==> config.mk <==
export PLATFORM = sky130hd
export DESIGN_NAME = pmwc_top
export DESIGN_NICKNAME = d
export VERILOG_FILES = /design/src/hdl/pmwc_pkg.sv /design/src/hdl/pmwc_top.sv
export SDC_FILE = /design/constraint.sdc
export NUM_CORES = 1
export LEC_CHECK = 0
export ABC_CLOCK_PERIOD_IN_PS = 2600
export BUFFER_PORTS_ARGS = -buffer_cell sky130_fd_sc_hd__buf_2
export CAP_MARGIN = 20
export CORE_ASPECT_RATIO = 2
export CORE_MARGIN = 10
export CORE_UTILIZATION = 54
export DETAILED_ROUTE_END_ITERATION = 16
export PLACE_DENSITY = 0.87
export SYNTH_ARGS = -nofsm -noshare
export SYNTH_HDL_FRONTEND = slang
export SYNTH_SLANG_ARGS = --single-unit
==> constraint.sdc <==
create_clock -name clk -period 2.6 [get_ports clk]
set_input_delay 0.39 -clock clk [delete_from_list [all_inputs] [get_ports clk]]
set_output_delay 0.39 -clock clk [all_outputs]
set_load 0.005 [all_outputs]
==> src/hdl/pmwc_pkg.sv <==
// Constants and types shared by the power mode and wake-up control block
//
// Notes on behaviour
// - Writing one to wake-up configuration bit 7 enters Sleep mode; write-only.
// - Writing one to wake-up configuration bit 6 enters Suspend mode; write-only.
// - Writing one to bit 5 clears all latched wake-up flags together.
// - Bit 4 reads one after a glitch on the reset pin.
// - Bit 3 enables oscillator-fail wake-up; reads one if oscillator failed.
// - Bit 2 enables alarm wake-up; reads one if an alarm occurred.
// - Bit 1 enables port match wake-up; reads one if a match occurred.
// - Bit 0 enables comparator rising-edge wake-up; reads one if it caused last wake.
// - Any set flag blocks Sleep and Suspend and keeps the low power oscillator on.
// - Power control bits 7 to 2 are general purpose flags, reset zero.
// - Writing one to power control bit 1 enters Stop mode; write-only.
// - Writing one to power control bit 0 enters Idle mode; write-only.
// - Idle ends on an enabled interrupt, clearing idle select; reset also ends it.
// - Stop ends only through reset, after which execution restarts at zero.
package pmwc_pkg;
   // ----------------------------------------
   // Register addresses
   // ----------------------------------------
   localparam logic [7:0] ADDR_POWER_CONTROL = 8'h87;
   localparam logic [7:0] ADDR_WAKEUP_CONFIGURATION = 8'hB5;

   // ----------------------------------------
   // Wake-up configuration fields
   // ----------------------------------------
   localparam int BIT_SLEEP = 7;
   localparam int BIT_SUSPEND = 6;
   localparam int BIT_CLEAR = 5;
   localparam int BIT_RESET_GLITCH = 4;
   localparam int NUM_SOURCES = 4;
   localparam int NUM_EVENTS = 5;
   localparam int SRC_COMPARATOR = 0;

   // ----------------------------------------
   // Power control fields
   // ----------------------------------------
   localparam int BIT_STOP = 1;
   localparam int BIT_IDLE = 0;
   localparam int GPF_LSB = 2;
   localparam int GPF_W = 6;

   // ----------------------------------------
   // Reset values
   // ----------------------------------------
   localparam logic [7:0] RDATA_RESET = 8'h00;
   localparam logic [5:0] GPF_RESET = 6'h00;
   localparam logic [3:0] ENABLE_RESET = 4'h0;
   localparam logic [4:0] FLAGS_RESET = 5'h00;
   localparam logic [1:0] UNUSED_READ = 2'h0;

   typedef enum logic [2:0] {
      PMWC_RUN = 3'b000,
      PMWC_IDLE = 3'b001,
      PMWC_STOP = 3'b010,
      PMWC_SUSPEND = 3'b011,
      PMWC_SLEEP = 3'b100
   } pmwc_mode_t;
endpackage

==> src/hdl/pmwc_top.sv <==
// Power mode and wake-up control block on the special function register bus
`timescale 1ns/1ps
module pmwc_top (
   input wire logic clk,
   input wire logic resetn,
   input wire logic [7:0] sfr_addr,
   input wire logic sfr_wr,
   input wire logic sfr_rd,
   input wire logic [7:0] sfr_wdata,
   output logic [7:0] sfr_rdata_q,
   input wire logic irq_pending,
   input wire logic comparator_zero_wake,
   input wire logic port_match_wake,
   input wire logic rtc_alarm_wake,
   input wire logic rtc_osc_fail_wake,
   input wire logic reset_pin_glitch_flag,
   output logic idle_q,
   output logic stop_q,
   output logic suspend_q,
   output logic sleep_q,
   output logic lp_osc_keep_on_q,
   output logic wakeup_pulse_q
);
   // ----------------------------------------
   // Event synchronisers
   // ----------------------------------------
   logic [4:0] ev_raw;
   logic [4:0] s1_q, s2_q, s3_q, lvl_q;
   logic [4:0] s1_d, s2_d, s3_d, lvl_d;
   logic [4:0] ev;

   assign ev_raw = {reset_pin_glitch_flag, rtc_osc_fail_wake, rtc_alarm_wake,
                    port_match_wake, comparator_zero_wake};

   genvar gi;
   generate
      for (gi = 0; gi < pmwc_pkg::NUM_EVENTS; gi++) begin : g_sync
         // Level only moves once the last two stages agree
         always_comb begin
            s1_d[gi] = ev_raw[gi];
            s2_d[gi] = s1_q[gi];
            s3_d[gi] = s2_q[gi];
            lvl_d[gi] = (s2_q[gi] == s3_q[gi]) ? s3_q[gi] : lvl_q[gi];
            ev[gi] = (s2_q[gi] == s3_q[gi]) && s3_q[gi] && !lvl_q[gi];
         end
         always_ff @(posedge clk) begin
            if (!resetn) begin
               s1_q[gi] <= 1'b0;
               s2_q[gi] <= 1'b0;
               s3_q[gi] <= 1'b0;
               lvl_q[gi] <= 1'b0;
            end else begin
               s1_q[gi] <= s1_d[gi];
               s2_q[gi] <= s2_d[gi];
               s3_q[gi] <= s3_d[gi];
               lvl_q[gi] <= lvl_d[gi];
            end
         end
      end
   endgenerate

   // ----------------------------------------
   // Registers and mode control
   // ----------------------------------------
   pmwc_pkg::pmwc_mode_t mode_q, mode_d;
   logic [3:0] enable_q, enable_d;
   logic [4:0] flags_q, flags_d;
   logic [5:0] gpf_q, gpf_d;
   logic [7:0] rdata_d;
   logic wr_wk, wr_pc, clr, blocked, asleep, wake_hit, wake_d;

   always_comb begin
      wr_wk = sfr_wr && (sfr_addr == pmwc_pkg::ADDR_WAKEUP_CONFIGURATION);
      wr_pc = sfr_wr && (sfr_addr == pmwc_pkg::ADDR_POWER_CONTROL);
      clr = wr_wk && sfr_wdata[pmwc_pkg::BIT_CLEAR];
      asleep = (mode_q == pmwc_pkg::PMWC_SLEEP) || (mode_q == pmwc_pkg::PMWC_SUSPEND);
      // Only enabled sources wake; a reset pin glitch always does
      wake_hit = asleep && ((|(ev[pmwc_pkg::NUM_SOURCES-1:0] & enable_q)) ||
                 ev[pmwc_pkg::BIT_RESET_GLITCH]);
      mode_d = mode_q;
      enable_d = enable_q;
      gpf_d = gpf_q;
      wake_d = 1'b0;
      // Clear strobe wins over old flags, new events win over the clear
      flags_d = clr ? pmwc_pkg::FLAGS_RESET : flags_q;
      flags_d[4:1] = flags_d[4:1] | ev[4:1];
      if (wake_hit && ev[pmwc_pkg::SRC_COMPARATOR] && enable_q[pmwc_pkg::SRC_COMPARATOR]) begin
         flags_d[pmwc_pkg::SRC_COMPARATOR] = 1'b1;
      end
      // A clear in the same write lets the entry through
      blocked = (|flags_q) && !clr;
      if (wr_wk) begin
         enable_d = sfr_wdata[pmwc_pkg::NUM_SOURCES-1:0];
      end
      if (wr_pc) begin
         gpf_d = sfr_wdata[7:pmwc_pkg::GPF_LSB];
      end
      case (mode_q)
         pmwc_pkg::PMWC_RUN: begin
            if (wr_wk && sfr_wdata[pmwc_pkg::BIT_SLEEP] && !blocked) begin
               mode_d = pmwc_pkg::PMWC_SLEEP;
            end else if (wr_wk && sfr_wdata[pmwc_pkg::BIT_SUSPEND] && !blocked) begin
               mode_d = pmwc_pkg::PMWC_SUSPEND;
            end else if (wr_pc && sfr_wdata[pmwc_pkg::BIT_STOP]) begin
               mode_d = pmwc_pkg::PMWC_STOP;
            end else if (wr_pc && sfr_wdata[pmwc_pkg::BIT_IDLE]) begin
               mode_d = pmwc_pkg::PMWC_IDLE;
            end
         end
         pmwc_pkg::PMWC_IDLE: begin
            if (irq_pending) begin
               mode_d = pmwc_pkg::PMWC_RUN;
            end
         end
         pmwc_pkg::PMWC_STOP: begin
            mode_d = pmwc_pkg::PMWC_STOP;
         end
         pmwc_pkg::PMWC_SUSPEND, pmwc_pkg::PMWC_SLEEP: begin
            if (wake_hit) begin
               mode_d = pmwc_pkg::PMWC_RUN;
               wake_d = 1'b1;
            end
         end
         default: begin
            mode_d = pmwc_pkg::PMWC_RUN;
         end
      endcase
      // Strobe bits read zero; flags replace enables on read
      rdata_d = sfr_rdata_q;
      if (sfr_rd) begin
         if (sfr_addr == pmwc_pkg::ADDR_WAKEUP_CONFIGURATION) begin
            rdata_d = {3'h0, flags_q};
         end else if (sfr_addr == pmwc_pkg::ADDR_POWER_CONTROL) begin
            rdata_d = {gpf_q, pmwc_pkg::UNUSED_READ};
         end else begin
            rdata_d = pmwc_pkg::RDATA_RESET;
         end
      end
   end

   // Stop leaves only through this reset
   always_ff @(posedge clk) begin
      if (!resetn) begin
         mode_q <= pmwc_pkg::PMWC_RUN;
         enable_q <= pmwc_pkg::ENABLE_RESET;
         flags_q <= pmwc_pkg::FLAGS_RESET;
         gpf_q <= pmwc_pkg::GPF_RESET;
         sfr_rdata_q <= pmwc_pkg::RDATA_RESET;
         idle_q <= 1'b0;
         stop_q <= 1'b0;
         suspend_q <= 1'b0;
         sleep_q <= 1'b0;
         lp_osc_keep_on_q <= 1'b0;
         wakeup_pulse_q <= 1'b0;
      end else begin
         mode_q <= mode_d;
         enable_q <= enable_d;
         flags_q <= flags_d;
         gpf_q <= gpf_d;
         sfr_rdata_q <= rdata_d;
         idle_q <= (mode_d == pmwc_pkg::PMWC_IDLE);
         stop_q <= (mode_d == pmwc_pkg::PMWC_STOP);
         suspend_q <= (mode_d == pmwc_pkg::PMWC_SUSPEND);
         sleep_q <= (mode_d == pmwc_pkg::PMWC_SLEEP);
         lp_osc_keep_on_q <= |flags_d;
         wakeup_pulse_q <= wake_d;
      end
   end
endmodule // pmwc_top

==> metrics.txt, run 1 <==
outcome=finished clean; Unique masters post-synth=38; Net Sw Power=between 0.3 and 0.4 mW; Nets=between 200 and 300; share of cells above drive strength 1=22.2%; CTS Buf Count=5; post-layout min period=between 2 and 2.5 ns; DRT iter0 DRCs=71; die height=108 µm; htree depth=2; Cell Area, Synth=2080 µm²; GR Util met3=just under 5%; hpwl dp=around 3.3 mm; VDD IR max=0.000617 V; Placeable Area=around 3700 µm²; Synthesis Warnings=0; Worst Path Buf+Inv=0; CP delay by family, top=simple AND/OR/NAND/NOR gates; Fin Setup TNS=0 ns; Max clock buf depth=2; clk root buf=clkbuf_8; relative max-transition margin=around half; fillers=between 300 and 400; fmax=approximately 460 MHz; Setup Buffers After CTS=0; clock slew at reported path FFs=0.10 ns; max_cap viols=0; sequential share of power=60.5%; CP Data Required Time=2.76 ns; pre-CTS setup slack=0.479 ns; CTS tree=built; Startpoint Class=register; pwr dens=554 nW/µm²; total track usage=between 10% and 20%; final WL=4.39 mm; final hold vios=0; Worst Setup End Kind=register; cell taking the most area after synthesis=dfxtp_1; post-CTS sizing=0; post-route setup slack=~0.44 ns; GRT met1 Usage=about an eighth; Final Non-Filler Cells=between 200 and 300; hold crit path type=input port to register; Final ANT Viol Nets=0; busiest grt layer=met2; RSZ-0062 raised after global routing=no; # DRC=0; fin crit share=between 80% and 90%; Mapped Nets=between 200 and 250; final setup violation count=0; Vias=about 1600; met2 Usage GRT=23.7%; die width=between 60 and 70 µm; Synth area leaders=dfxtp_1 (50%), nor2b_1 (8.4%), mux2i_1 (6.7%), and2_1 (4.5%), ha_1 (3.0%); latest clock arrival within the worst-skew pair=roughly 0.31 ns; first-pass GRT wire length=around 7.3 mm; largest net degree at the start of global routing=39; WP data arrival=approximately 2.3 ns; #FFs+latches synth=52; crit-path cells=or4_4 > o21ba_4 > or4_1 > a211o_1 > nor4bb_1; worst-path maximum fanout=6; grt ovf=0; WL/cell=roughly 15 µm; vias in the first global route=around 1600; I/O Pins=40; Detailed Routing Iterations Pass 1=4; PortBufs=39; Comb power frac=under 10%; Mean Syn Cell Area=~10 µm²; FP Rows=31; Layout area overhead=16.5%; CP peak stage delay=about 0.55 ns; # placed instances=approximately 280; Sw Share=22.6%; diode count=0; cell count after synthesis=200; initial core utilization=about 56%; crit path kind=register to register; initial antenna violation count=0; Seq/Total Area, Yosys=around half; clock power share=34.1%; max-slew violation count=0; clk sink count=52; DIE AREA=a little under 7000 µm²; Leakage=roughly 0.95 nW; internal cell power=between 1 and 1.5 mW; hold buffers post-CTS=0; share of the synthesized area in the top cell type=approximately half; GP Congestion=approximately 0.87; Worst Skew=~0.0092 ns; Crit-path slowest cell=or4_4; Worst Max-Slew Pin Slew=0.733 ns; via/cell ratio=around 5.3
==> cells in the final DEF (no fill, tap or decap), types with 2 or more instances in the layout <==
master and count:
and3_1 2, o21bai_1 2, buf_4 3, nor2_1 4, nor2b_1 28, a21oi_1 6, nand3b_1 4, buf_2 39
nand2_1 9, nor3b_1 2, and2_1 15, a211o_1 2, dfxtp_1 52, a222oi_1 3, ha_1 5, o31a_1 2
mux2i_1 14, nand3_1 2, nand2b_1 6, inv_1 5, clkbuf_8 5, a22oi_1 6, a21boi_0 7
==> power groups by stage <==
| stage | Combinational, mW | Sequential [mW] | Clock, mW |
|---|---|---|---|
| finish | 0.0725 | 0.813 | 0.457 |
| global placement | 0.0705 | 0.831 | 0 |
| global route | 0.0810 | 0.815 | 0.504 |
| detailed placement | 0.0716 | 0.831 | 0 |
| CTS | 0.0727 | 0.813 | 0.470 |
| floorplan | 0.0411 | 0.830 | 0 |
==> routing by layer <==
layer	vias to the layer above	wire, µm	share of wire [%]
met4	0	149	3.4
li1	785	-	-
met1	714	1630	37
met3	13	261	6.0
met2	45	2340	53
met5	-	0	0
==> stage by stage <==
step,hold slack [ns],instance area [µm²],util [%],power [mW]
finish,0.285,2420,65.8,1.34
global route,0.286,2420,65.8,1.40
CTS,0.276,2420,65.8,1.36
detailed placement,0.420,2330,63.3,0.903
global placement,0.415,2330,63.3,0.901
floorplan,0.412,2080,-,0.871
==> cells by family after synthesis <==
logic type / after synthesis / share of synthesized area, %
AOI/OAI and AO/OA: 36 / 13.8
DFF: 52 / 50.0
muxes: 14 / 6.73
and+or+nand+nor: 81 / 24.3
adders and majority gates: 5 / 3.01
buffers and inverters: 12 / 2.17
==> flip-flops by register name (all words and copies together), names as in the netlist <==
signal / flops
enable_q: 4
flags_q: 5
gpf_q: 6
idle_q: 1
lp_osc_keep_on_q: 1
lvl_q: 5
mode_q: 3
s1_q: 5
s2_q: 5
s3_q: 5
sfr_rdata_q: 8
sleep_q: 1
stop_q: 1
suspend_q: 1
wakeup_pulse_q: 1
==> layout make-up <==
class	count	area, µm²	area share [%]
Tap cell	49	61.3	2.53
Multi-Input combinational cell	136	995	41.0
Sequential cell	52	1040	42.9
Inverter	5	18.8	0.774
Clock buffer	5	68.8	2.84
Clock inverter	3	22.5	0.929
Timing Repair Buffer	42	218	8.98
==> Yosys cell counts <==
cell type / instances
o311ai_0: 1
nand4b_1: 1
and4b_1: 1
nand4_1: 1
o22a_1: 1
a22oi_1: 6
nor3_1: 1
nor2_1: 4
o31ai_1: 1
nor4b_2: 1
mux2i_1: 14
nand3b_1: 4
a21oi_1: 6
and3b_1: 1
nor4bb_1: 1
or4_4: 1
nand3_1: 2
o2111a_1: 1
nand2b_1: 6
and2_1: 15
a222oi_1: 3
a211oi_2: 1
a211o_1: 2
and3_1: 2
a21boi_0: 7
o21ba_4: 1
inv_1: 5
o221ai_1: 1
nand2_1: 9
o31a_1: 2
o21ai_0: 1
ha_1: 5
nor2b_1: 28
o21bai_1: 2
or4_1: 1
clkbuf_1: 7
nor3b_1: 2
dfxtp_1: 52
==> final timing paths <==
| path | end | cells past startpoint | start | slack [ns] |
|---|---|---|---|---|
| setup reg to reg | stop_q$_SDFF_PN0_ | 5 | flags_q[0]$_SDFF_PN0_ | 0.44 |
| hold reg to reg | s2_q[0]$_SDFF_PN0_ | 1 | s1_q[0]$_SDFF_PN0_ | 0.44 |
| hold / removal | s1_q[2]$_SDFF_PN0_ | 2 | rtc_alarm_wake | 0.29 |
| setup / recovery | stop_q$_SDFF_PN0_ | 5 | flags_q[0]$_SDFF_PN0_ | 0.44 |
Note: power is estimated with default switching activity, not from simulation.
==> run 2, diff against run 1 <==
--- a/config.mk
+++ b/config.mk
@@ -5,7 +5,7 @@
 export SDC_FILE = /design/constraint.sdc
 export NUM_CORES = 1
 export LEC_CHECK = 0
-export ABC_CLOCK_PERIOD_IN_PS = 2600
+export ABC_CLOCK_PERIOD_IN_PS = 2200
 export BUFFER_PORTS_ARGS = -buffer_cell sky130_fd_sc_hd__buf_2
 export CAP_MARGIN = 20
 export CORE_ASPECT_RATIO = 2
==> constraint.sdc (replaced) <==
create_clock -name clk -period 2.2 [get_ports clk]
set_input_delay 0.33 -clock clk [delete_from_list [all_inputs] [get_ports clk]]
set_output_delay 0.33 -clock clk [all_outputs]
set_load 0.005 [all_outputs]
==> run 2 against run 1 <==
Routed wire length grew 1.8%. Hold slack lost 0.062 ns. Combinational power grew 21%. Sequential power grew 18%. Utilization grew 0.88 points. Power grew 26%. Highest routed layer unchanged. Critical path depth is the same. Sequential share of layout area shrank 0.52 points.
==> metrics.txt, run 2 (synthesis gave the netlist of run 1 again) <==
largest net degree at the start of global routing=39 (unchanged); biggest regs=sfr_rdata_q (8), gpf_q (6) (unchanged); Comb power frac=5.2% (was 5.4%); placed cell area=2340 µm² (was 2330 µm²); pwr dens=690 nW/µm² (was 554 nW/µm²); Max clock buf depth=2 (unchanged); internal cell power=1.34 mW (was 1.04 mW); initial antenna violation count=0 (unchanged); CTS Buf Count=5 (unchanged); via/cell ratio=5.37 (was 5.33); Sw Share=20.7% (was 22.6%); Fin Setup TNS=0 ns (unchanged); final hold vios=0 (unchanged); Worst Setup End Kind=register (unchanged); pre-CTS setup slack=0.0504 ns (was 0.479 ns); DRT iter0 DRCs=37 (was 71); diode count=0 (unchanged); Startpoint Class=register (unchanged); latest clock arrival within the worst-skew pair=0.31 ns (about the same); htree depth=2 (unchanged); sequential share of power=56.6% (was 60.5%); final setup violation count=0 (unchanged); share of cells above drive strength 1=23.0% (was 22.2%); grt ovf=0 (unchanged); Layout area overhead=18.1% (was 16.5%); max_cap viols=0 (unchanged); die width=63.9 µm (unchanged); Net Sw Power=0.352 mW (was 0.303 mW); max-slew violation count=0 (unchanged); most frequent cells in the layout=dfxtp_1 (51), buf_2 (39), nor2b_1 (28) (was dfxtp_1 (52), buf_2 (39), nor2b_1 (28)); Leakage=0.960 nW (was 0.946 nW); DIE AREA=6890 µm² (unchanged); clk sink count=52 (unchanged); # DRC=0 (unchanged); vias in the first global route=1603 (was 1597); post-route cell area=2460 µm² (was 2420 µm²); I/O Pins=40 (unchanged); clock slew at reported path FFs=0.09 ns (was 0.10 ns); post-route setup slack=0.0335 ns (was 0.437 ns); fmax=462 MHz (about the same); Detailed Routing Iterations Pass 1=4 (unchanged); initial core utilization=56.5% (unchanged); first-pass GRT wire length=7.37 mm (was 7.33 mm); Placeable Area=3680 µm² (unchanged); CP Data Required Time=2.42 ns (was 2.76 ns); hpwl dp=3.48 mm (was 3.25 mm); Final ANT Viol Nets=0 (unchanged); VDD IR max=0.000879 V (was 0.000617 V); total track usage=13.4% (was 13.3%); RSZ-0062 raised after global routing=yes (was no); clock power share=38.2% (was 34.1%); commonest non-fill, non-tap cell in the layout=dfxtp_1 (unchanged); PortBufs=39 (unchanged); WL/cell=15.2 µm (was 15.0 µm); Vias=1574 (was 1557); Nets=274 (was 273); outcome=finished clean (unchanged); post-layout min period=2.17 ns (was 2.16 ns); die height=108 µm (unchanged); relative max-transition margin=69.9% (was 50.5%); max reg flops=8 (unchanged); FP Rows=31 (unchanged); crit path kind=register to register (unchanged); worst-path maximum fanout=6 (unchanged); hold_ws=0.223 ns (was 0.285 ns); Final Total Pwr=1.70 mW (was 1.34 mW); Worst Max-Slew Pin Slew=0.446 ns (was 0.733 ns); clk root buf=clkbuf_8 (unchanged); largest register by flop count=sfr_rdata_q (unchanged); CTS tree=built (unchanged); WP data arrival=2.39 ns (was 2.33 ns); final WL=4.46 mm (was 4.39 mm); GP Congestion=0.844 (was 0.868); hold crit path type=input port to register (unchanged); fin crit share=98.5% (was 83.2%); Worst Skew=0.00735 ns (was 0.00922 ns)
[run 2: cell count changes in the layout (fill, tap and decap cells not counted), sizes merged]
cell / before / now
clkinv: 2 / 0
buf: 42 / 43
bufinv: 0 / 1
clkbuf: 5 / 6
[run 2: routing by layer]
metal	wire length, µm	share of wire (%)	GRT usage (%)
met2	2400	54	24.5
met1	1660	37	12.0
met4	126	2.8	8.02
met5	0	0	0
met3	280	6.3	4.80
[run 2: worst paths after layout]
| path | from | end | slack (ns) | cells past startpoint |
|---|---|---|---|---|
| worst max register to register | flags_q[0]$_SDFF_PN0_ | suspend_q$_SDFF_PN0_ | 0.03 | 5 |
| worst min-delay path | rtc_alarm_wake | s1_q[2]$_SDFF_PN0_ | 0.22 | 2 |
| worst min register to register | s1_q[0]$_SDFF_PN0_ | s2_q[0]$_SDFF_PN0_ | 0.44 | 1 |
| worst max-delay path | flags_q[0]$_SDFF_PN0_ | suspend_q$_SDFF_PN0_ | 0.03 | 5 |
[run 2: through the flow]
step	cells	util [%]
2_1_floorplan	200	-
3_3_place_gp	285	63.5
3_5_place_dp	285	63.5
4_1_cts	293	66.6
5_1_grt	293	66.7
6_report	293	66.7
[run 2: timing repair]
action                                  in CTS  in global routing
endpoints found under the setup margin       0                  1
hold endpoints to repair                     0                  0
hold buffers                                 0                  0
resized for setup                            0                  2
setup buffers                                0                  0
[run 2: power by group through the flow]
stage | Clock [mW] | Sequential, mW | Combinational (mW)
CTS | 0.676 | 0.961 | 0.0876
floorplan | 0 | 0.981 | 0.0486
detailed placement | 0 | 0.983 | 0.0869
finish | 0.648 | 0.961 | 0.0877
global placement | 0 | 0.982 | 0.0847
global route | 0.705 | 0.962 | 0.0967
[run 2: cell type report]
| class | count | area (µm²) |
|---|---|---|
| clock buffer | 6 | 72.6 |
| sequential | 52 | 1040 |
| multi-input combinational | 136 | 998 |
| clock inverter | 2 | 38.8 |
| timing repair buffer | 43 | 225 |
| inverter | 5 | 18.8 |
| fill | 308 | 1230 |
| tap | 49 | 61.3 |
[run 2: worst max-delay path: stages (launching register included)]
cell	delay [ns]
dfxtp_2	0.34
or4_4	0.54
o21ba_4	0.23
or4_4	0.41
a211o_1	0.35
a211oi_2	0.22
